`config.mk`:
```
export PLATFORM = sky130hd
export DESIGN_NAME = rag_guard
export DESIGN_NICKNAME = d
export VERILOG_FILES = /design/src/hdl/rag_pkg.sv /design/src/hdl/rag_rgn_if.sv /design/src/hdl/rag_guard.sv /design/src/hdl/rag_rgn_match.sv
export SDC_FILE = /design/constraint.sdc
export NUM_CORES = 1
export LEC_CHECK = 0
export BUFFER_PORTS_ARGS = -buffer_cell sky130_fd_sc_hd__buf_2
export CAP_MARGIN = 5
export CORE_AREA = 2 2 196 198
export CTS_CLUSTER_DIAMETER = 60
export DETAILED_ROUTE_END_ITERATION = 7
export DIE_AREA = 0 0 198 200
export PLACE_DENSITY_LB_ADDON = 0.08
export SETUP_SLACK_MARGIN = 0.3
export SYNTH_ARGS = -nofsm -noshare
export SYNTH_HDL_FRONTEND = slang
export SYNTH_SLANG_ARGS = --single-unit
export TNS_END_PERCENT = 20
```
`constraint.sdc`:
```
create_clock -name clock -period 12.5 [get_ports clock]
set_input_delay 1.25 -clock clock [delete_from_list [all_inputs] [get_ports clock]]
set_output_delay 1.25 -clock clock [all_outputs]
set_load 0.02 [all_outputs]
```
`src/hdl/rag_pkg.sv`:
```
// Shared constants and types for the region access guard
package rag_pkg;
    // Bus and address geometry
    localparam int RAG_ADDR_W = 32;
    localparam int RAG_NUM_RGN = 8;
    localparam int RAG_NUM_SUB = 8;
    localparam int RAG_SUB_W = 3;
    localparam int RAG_EXP_W = 6;
    // Code region starts at zero, system region above it
    localparam logic [31:0] RAG_CODE_BASE = 32'h0000_0000;
    localparam logic [31:0] RAG_SYS_BASE = 32'h2000_0000;
    // Region size is two to the power of the exponent, in bytes
    localparam logic [5:0] RAG_MIN_EXP = 6'h08;
    localparam logic [5:0] RAG_MAX_EXP = 6'h20;
    localparam logic [5:0] RAG_SUB_SHIFT = 6'h03;
    // Reset values of the forwarded access
    localparam logic [31:0] RAG_ADDR_RST = 32'h0000_0000;
    typedef logic [RAG_ADDR_W-1:0] rag_addr_t;
endpackage : rag_pkg

```
`src/hdl/rag_rgn_if.sv`:
```
// Carrier between the guard and one region matcher
`timescale 1ns/1ns
`default_nettype none
interface rag_rgn_if;
    import rag_pkg::*;
    rag_addr_t addr;
    rag_addr_t base;
    logic [RAG_EXP_W-1:0] size_exp;
    logic enable;
    logic [RAG_NUM_SUB-1:0] sub_disable;
    logic hit;
    // Guard side drives the setup and the address
    modport owner (output addr, base, size_exp, enable, sub_disable,
        input hit);
    // Matcher side answers with the hit
    modport matcher (input addr, base, size_exp, enable, sub_disable,
        output hit);
endinterface : rag_rgn_if
`default_nettype wire

```
`src/hdl/rag_guard.sv`:
```
// Region access guard: protection check and code/system port steering
// Functional notes
// Code-region accesses go to code port
// Addresses from system base go to system port
// Eight regions, eight subregions each
// Uncovered or forbidden access faults
// Read-only region refuses writes
// No-access region refuses everything
// Refused access reaches no bus port
`timescale 1ns/1ns
`default_nettype none
module rag_guard
    import rag_pkg::*;
(
    // Clock and reset
    input wire logic clock,
    input wire logic reset,
    // Protection setup
    input wire logic prot_enable,
    input wire logic [RAG_NUM_RGN-1:0] rgn_enable,
    input wire logic [RAG_NUM_RGN-1:0][RAG_ADDR_W-1:0] rgn_base,
    input wire logic [RAG_NUM_RGN-1:0][RAG_EXP_W-1:0] rgn_size_exp,
    input wire logic [RAG_NUM_RGN-1:0][RAG_NUM_SUB-1:0] rgn_sub_disable,
    input wire logic [RAG_NUM_RGN-1:0] rgn_read_only,
    input wire logic [RAG_NUM_RGN-1:0] rgn_no_access,
    // Access from the core
    input wire logic req_valid,
    input wire logic [RAG_ADDR_W-1:0] req_addr,
    input wire logic req_write,
    input wire logic req_instr,
    // Forwarded access
    output logic code_valid,
    output logic sys_valid,
    output logic [RAG_ADDR_W-1:0] fwd_addr,
    output logic fwd_write,
    output logic fwd_instr,
    // Fault toward the core
    output logic fault,
    output logic [RAG_ADDR_W-1:0] fault_addr
);
    logic [RAG_NUM_RGN-1:0] hit_vec;
    logic hit_any;
    logic sel_ro;
    logic sel_na;
    logic allowed;
    logic to_sys;
    logic code_valid_q, code_valid_d;
    logic sys_valid_q, sys_valid_d;
    rag_addr_t fwd_addr_q, fwd_addr_d;
    logic fwd_write_q, fwd_write_d;
    logic fwd_instr_q, fwd_instr_d;
    logic fault_q, fault_d;
    rag_addr_t fault_addr_q, fault_addr_d;

    // one matcher per region
    for (genvar g = 0; g < RAG_NUM_RGN; g++) begin : g_rgn
        rag_rgn_if rif ();
        assign rif.addr = req_addr;
        assign rif.base = rgn_base[g];
        assign rif.size_exp = rgn_size_exp[g];
        assign rif.enable = rgn_enable[g];
        assign rif.sub_disable = rgn_sub_disable[g];
        assign hit_vec[g] = rif.hit;
        rag_rgn_match u_match (
            .rgn(rif)
        );
    end

    // Overlaps resolve to the highest-numbered region
    always_comb begin
        hit_any = 1'b0;
        sel_ro = 1'b0;
        sel_na = 1'b0;
        for (int i = 0; i < RAG_NUM_RGN; i++) begin
            if (hit_vec[i]) begin
                hit_any = 1'b1;
                sel_ro = rgn_read_only[i];
                sel_na = rgn_no_access[i];
            end
        end
    end

    // Permission and port choice for the current access
    always_comb begin
        // uncovered or forbidden refused
        allowed = !prot_enable || (hit_any
            // no-access region blocks all
            && !sel_na
            // read-only blocks writes
            && !(sel_ro && req_write));
        // system base and above
        to_sys = (req_addr >= RAG_SYS_BASE);
    end

    // Next values of the forwarded access and the fault
    always_comb begin
        // code region steering
        code_valid_d = req_valid && allowed && !to_sys;
        // system region steering
        sys_valid_d = req_valid && allowed && to_sys;
        // Hold address when idle so the ports stay quiet
        fwd_addr_d = fwd_addr_q;
        fwd_write_d = fwd_write_q;
        fwd_instr_d = fwd_instr_q;
        // refused access never forwarded
        if (req_valid && allowed) begin
            fwd_addr_d = req_addr;
            fwd_write_d = req_write;
            fwd_instr_d = req_instr;
        end
        // one-cycle fault pulse
        fault_d = req_valid && !allowed;
        fault_addr_d = fault_addr_q;
        if (fault_d) begin
            fault_addr_d = req_addr;
        end
    end

    // Register every output
    always_ff @(posedge clock) begin
        if (reset) begin
            code_valid_q <= 1'b0;
            sys_valid_q <= 1'b0;
            fwd_addr_q <= RAG_ADDR_RST;
            fwd_write_q <= 1'b0;
            fwd_instr_q <= 1'b0;
            fault_q <= 1'b0;
            fault_addr_q <= RAG_ADDR_RST;
        end else begin
            code_valid_q <= code_valid_d;
            sys_valid_q <= sys_valid_d;
            fwd_addr_q <= fwd_addr_d;
            fwd_write_q <= fwd_write_d;
            fwd_instr_q <= fwd_instr_d;
            fault_q <= fault_d;
            fault_addr_q <= fault_addr_d;
        end
    end

    assign code_valid = code_valid_q;
    assign sys_valid = sys_valid_q;
    assign fwd_addr = fwd_addr_q;
    assign fwd_write = fwd_write_q;
    assign fwd_instr = fwd_instr_q;
    assign fault = fault_q;
    assign fault_addr = fault_addr_q;

    // disabled region or subregions never hit
    for (genvar h = 0; h < RAG_NUM_RGN; h++) begin : g_chk

    end
endmodule : rag_guard
`default_nettype wire

```
`src/hdl/rag_rgn_match.sv`:
```
// One protection region: address compare and subregion masking
`timescale 1ns/1ns
`default_nettype none
module rag_rgn_match
    import rag_pkg::*;
(
    // Region setup and answer
    rag_rgn_if.matcher rgn
);
    logic [RAG_EXP_W-1:0] exp_eff;
    logic [32:0] size_mask;
    logic in_range;
    logic [RAG_SUB_W-1:0] sub_idx;

    // Clamp size, compare upper bits, pick the subregion
    always_comb begin
        exp_eff = rgn.size_exp;
        if (exp_eff < RAG_MIN_EXP) begin
            exp_eff = RAG_MIN_EXP; // Too small to split in eight
        end else if (exp_eff > RAG_MAX_EXP) begin
            exp_eff = RAG_MAX_EXP;
        end
        size_mask = ~((33'h1 << exp_eff) - 33'h1);
        in_range = ((({1'b0, rgn.addr} ^ {1'b0, rgn.base}) & size_mask)
            == 33'h0);
        sub_idx = RAG_SUB_W'(rgn.addr >> (exp_eff - RAG_SUB_SHIFT));
        // disabled subregion uncovers
        rgn.hit = rgn.enable && in_range && !rgn.sub_disable[sub_idx];
    end
endmodule : rag_rgn_match
`default_nettype wire

```
==> impl_metrics.ini <==
[routing]
drt_iter0_markers = 2495
wl_per_cell_um = 24.3
vias_per_cell = 6.84
ant_nets = 0
dr_total_vias = 25017
firstDrtPassIters = 6
routed_wl_mm = 88.9
drc = 0

[global_route]
gr-total-overflow = 0
grt_max_degree = 104
grt_pass1_wl_mm = 132
grt_pass1_vias = 23107
antenna_found_initial = 7
track_usage_pct = 42.4

[finish]
synthToLayoutAreaGrowth_pct = 11.6
drive_gt1_share_pct = 22.5
layout.area.seq_sq_mm = 0.00138
multiInputGateArea_sq_mm = 0.0183
fillers = 3390
final_core_util_pct = 62.7
fin_nets = 3620

[setup_path]
critPathArrivalTime_ns = 8.19
setup.worst_path.end_class = register
crit_family = compound AO/OA/AOI/OAI gates
cp_num_buf_inv = 2
cp_data_required_time_ns = 12.75
cpPeakStageDelay_ns = 0.79
slowest_stage = nor4b_1
worst-setup-path-type = input pin to register
path_cells = buf_2, o21bai_1, nor2_4, inv_2, ha_1, o21a_1, o21ai_0, nor4b_1, nand3_1, xnor2_1, a22oi_1, o221ai_1, or4_1, a211oi_2, nor2_1, a31oi_1, a311o_1, a41o_1, mux2i_1
start_kind = input pin
critPathMaxFanout = 30

[place]
hpwlAfterDp_mm = 59.5
gp_congestion = 1.08
port_buffers = 466

[clocking]
cts_inserted_buffers = 9
cts-htree-levels = 3
ctsHoldBuffers = 0
cts_tree = built
clkTransAtPathRegs_ns = 0.05
clk_path_buf_depth = 2
post_cts_buffers = 0
clock-sinks = 69
clkLatencyLatePin_ns = 0.32
root_buffer = clkbuf_16
cts.repair.resized = 0

[synthesis]
synth_area_leaders = mux4_2 9.1%, mux2i_1 8.7%, dfxtp_1 6.6%
syn_inst = 2894
syn_area_per_cell_sq_um = 7.27
ys_seq_elements = 69
ys_seq_area_share_pct = 6.57
yosysWarnings = 0
synth_area_sq_mm = 0.0210
synthFlopType = dfxtp_1
synth_cell_type_count = 106
async_reset_ff_share_pct = 0
yosysTopAreaCellShare_pct = 9.10
synth_edf_count = 0
yosysTopAreaCell = mux4_2

[floorplan]
boundaryPins = 499
dieArea_sq_mm = 0.0396
die_y_um = 200
die_w_um = 198
core_area_sq_mm = 0.0374
rows = 71
start_util_pct = 56.2

[power]
power.share.sequential_pct = 16.6
p_total_w = 0.00143
clkPwrFrac_pct = 16.5
power.switching_w = 0.000672
p_sw_share_pct = 47.0
intPower_w = 0.000757
comb_power_share_pct = 66.9
vdd_drop_max_mv = 0.0554
power_per_cell_area_mw_per_mm2 = 60.9
p_leak_nw = 9.87

[timing]
rsz0062_at_grt = no
finalSetupViolCount = 0
setup_tns_ns = 0
slew_headroom_pct = 17.7
period_needed_ns = 7.95
tightestPinTransition_ns = 1.23
fmax_mhz = 126
maxSlewViolCount = 0
hold_viol = 0
fin_skew_ns = 0
finalCritPeriodShare_pct = 63.6

[min_path]
min_path_type = register to register

[run]
cap_violations = 0

[status]
status = complete, no violations
final cells by class:
cell class,count,area share [%]
Timing Repair Buffer,498,11.0
Multi-Input combinational cell,2484,78.0
Tap cell,511,2.72
Inverter,72,1.16
Antenna cell,7,0.0746
Clock buffer,11,1.08
Sequential cell,69,5.89
Clock inverter,5,0.149
cells in the final DEF (no fill, tap or decap), drive strengths merged, types with 33 or more instances in the layout:
cell type	instances
nand3	101
nand2	295
a211oi	61
dfxtp	69
a31oi	59
a21oi	127
xnor2	154
mux2	33
inv	69
nor3	72
nor2	172
buf	498
nand2b	117
mux4	85
o21ai	133
and3	39
mux2i	183
o211ai	45
xor2	147
ha	56
nor4	41
nor2b	39
layer usage:
| layer | global-route usage, % | share of wire (%) |
|---|---|---|
| met5 | 0 | 0 |
| met2 | 65.3 | 43 |
| met1 | 53.6 | 37 |
| met3 | 10.5 | 13 |
| met4 | 26.0 | 6.8 |
flip-flops by register name, summed over array words and instances, names as in the netlist:
name / count
fault_addr: 32
fwd_addr: 32
code_valid: 1
fault: 1
fwd_instr: 1
fwd_write: 1
sys_valid: 1
power by group through the flow:
stage | combinational, W | clock (W) | sequential (W)
final | 0.000956 | 0.000236 | 0.000237
after global routing | 0.00101 | 0.000246 | 0.000238
after CTS | 0.000924 | 0.000238 | 0.000237
after detailed placement | 0.000919 | 0 | 0.000242
after global placement | 0.000904 | 0 | 0.000241
after floorplan | 0.000639 | 0 | 0.000255
Yosys cell counts (13+ instances only):
library cell,number
or3_1,16
a2111oi_0,16
o211ai_1,45
ha_1,56
and2_1,26
nor3_1,71
o221ai_1,14
mux2i_1,182
a211oi_1,56
a31oi_1,59
nand2b_1,117
or2_2,17
nor4_1,41
o2111ai_1,20
mux4_2,85
clkbuf_1,216
buf_1,24
a22oi_1,17
mux2_2,33
and3_1,39
a311oi_1,15
dfxtp_1,69
inv_1,61
nand3b_1,13
o21ai_0,129
xnor2_1,154
a21o_1,21
nor2b_1,39
xor2_1,147
nor2_1,169
o31ai_1,16
a21oi_1,127
a211o_1,17
nand4_1,29
buf_2,34
a221oi_1,13
nand3_1,101
nor3b_1,17
nand2_1,295
o22ai_1,26
worst min-delay path: stages, from the launching register on:
cell      delay (ns)
dfxtp_1         0.30
nand2b_1        0.06
mux2i_1         0.06
worst paths after layout:
| kind | depth (start not counted) | endpoint | from | slack [ns] |
|---|---|---|---|---|
| max reg2reg | 2 | fault_addr[10]$_SDFFE_PP0P_ | fault_addr[10]$_SDFFE_PP0P_ | 11.84 |
| max | 19 | fwd_addr[8]$_SDFFE_PP0P_ | rgn_size_exp[5] | 4.55 |
| min reg2reg | 2 | fault_addr[12]$_SDFFE_PP0P_ | fault_addr[12]$_SDFFE_PP0P_ | 0.47 |
| min | 2 | fault_addr[12]$_SDFFE_PP0P_ | fault_addr[12]$_SDFFE_PP0P_ | 0.47 |
per-stage QoR:
step | area (sq um) | hold WS (ns) | setup WS [ns] | std cells
after detailed placement | 23200 | 0.459 | 4.49 | 3634
after CTS | 23500 | 0.471 | 4.81 | 3650
final | 23500 | 0.471 | 4.55 | 3657
after global routing | 23500 | 0.487 | 4.15 | 3654
after global placement | 23200 | 0.456 | 4.61 | 3634
after floorplan | 21100 | 0.546 | 6.29 | 2909
cells by family (layout without fill, tap and decap cells):
kind of cell	after synthesis	count (layout)	share of synthesized area, %
other cells	1	23	0.0178
buf+inv	356	586	6.79
simple gates	1049	1049	25.6
xor+xnor	301	301	12.5
mux	301	301	19.6
fa+ha+maj	56	56	3.33
compound gates	761	761	25.6
flops	69	69	6.57
Note: power is estimated with default switching activity, not from simulation.
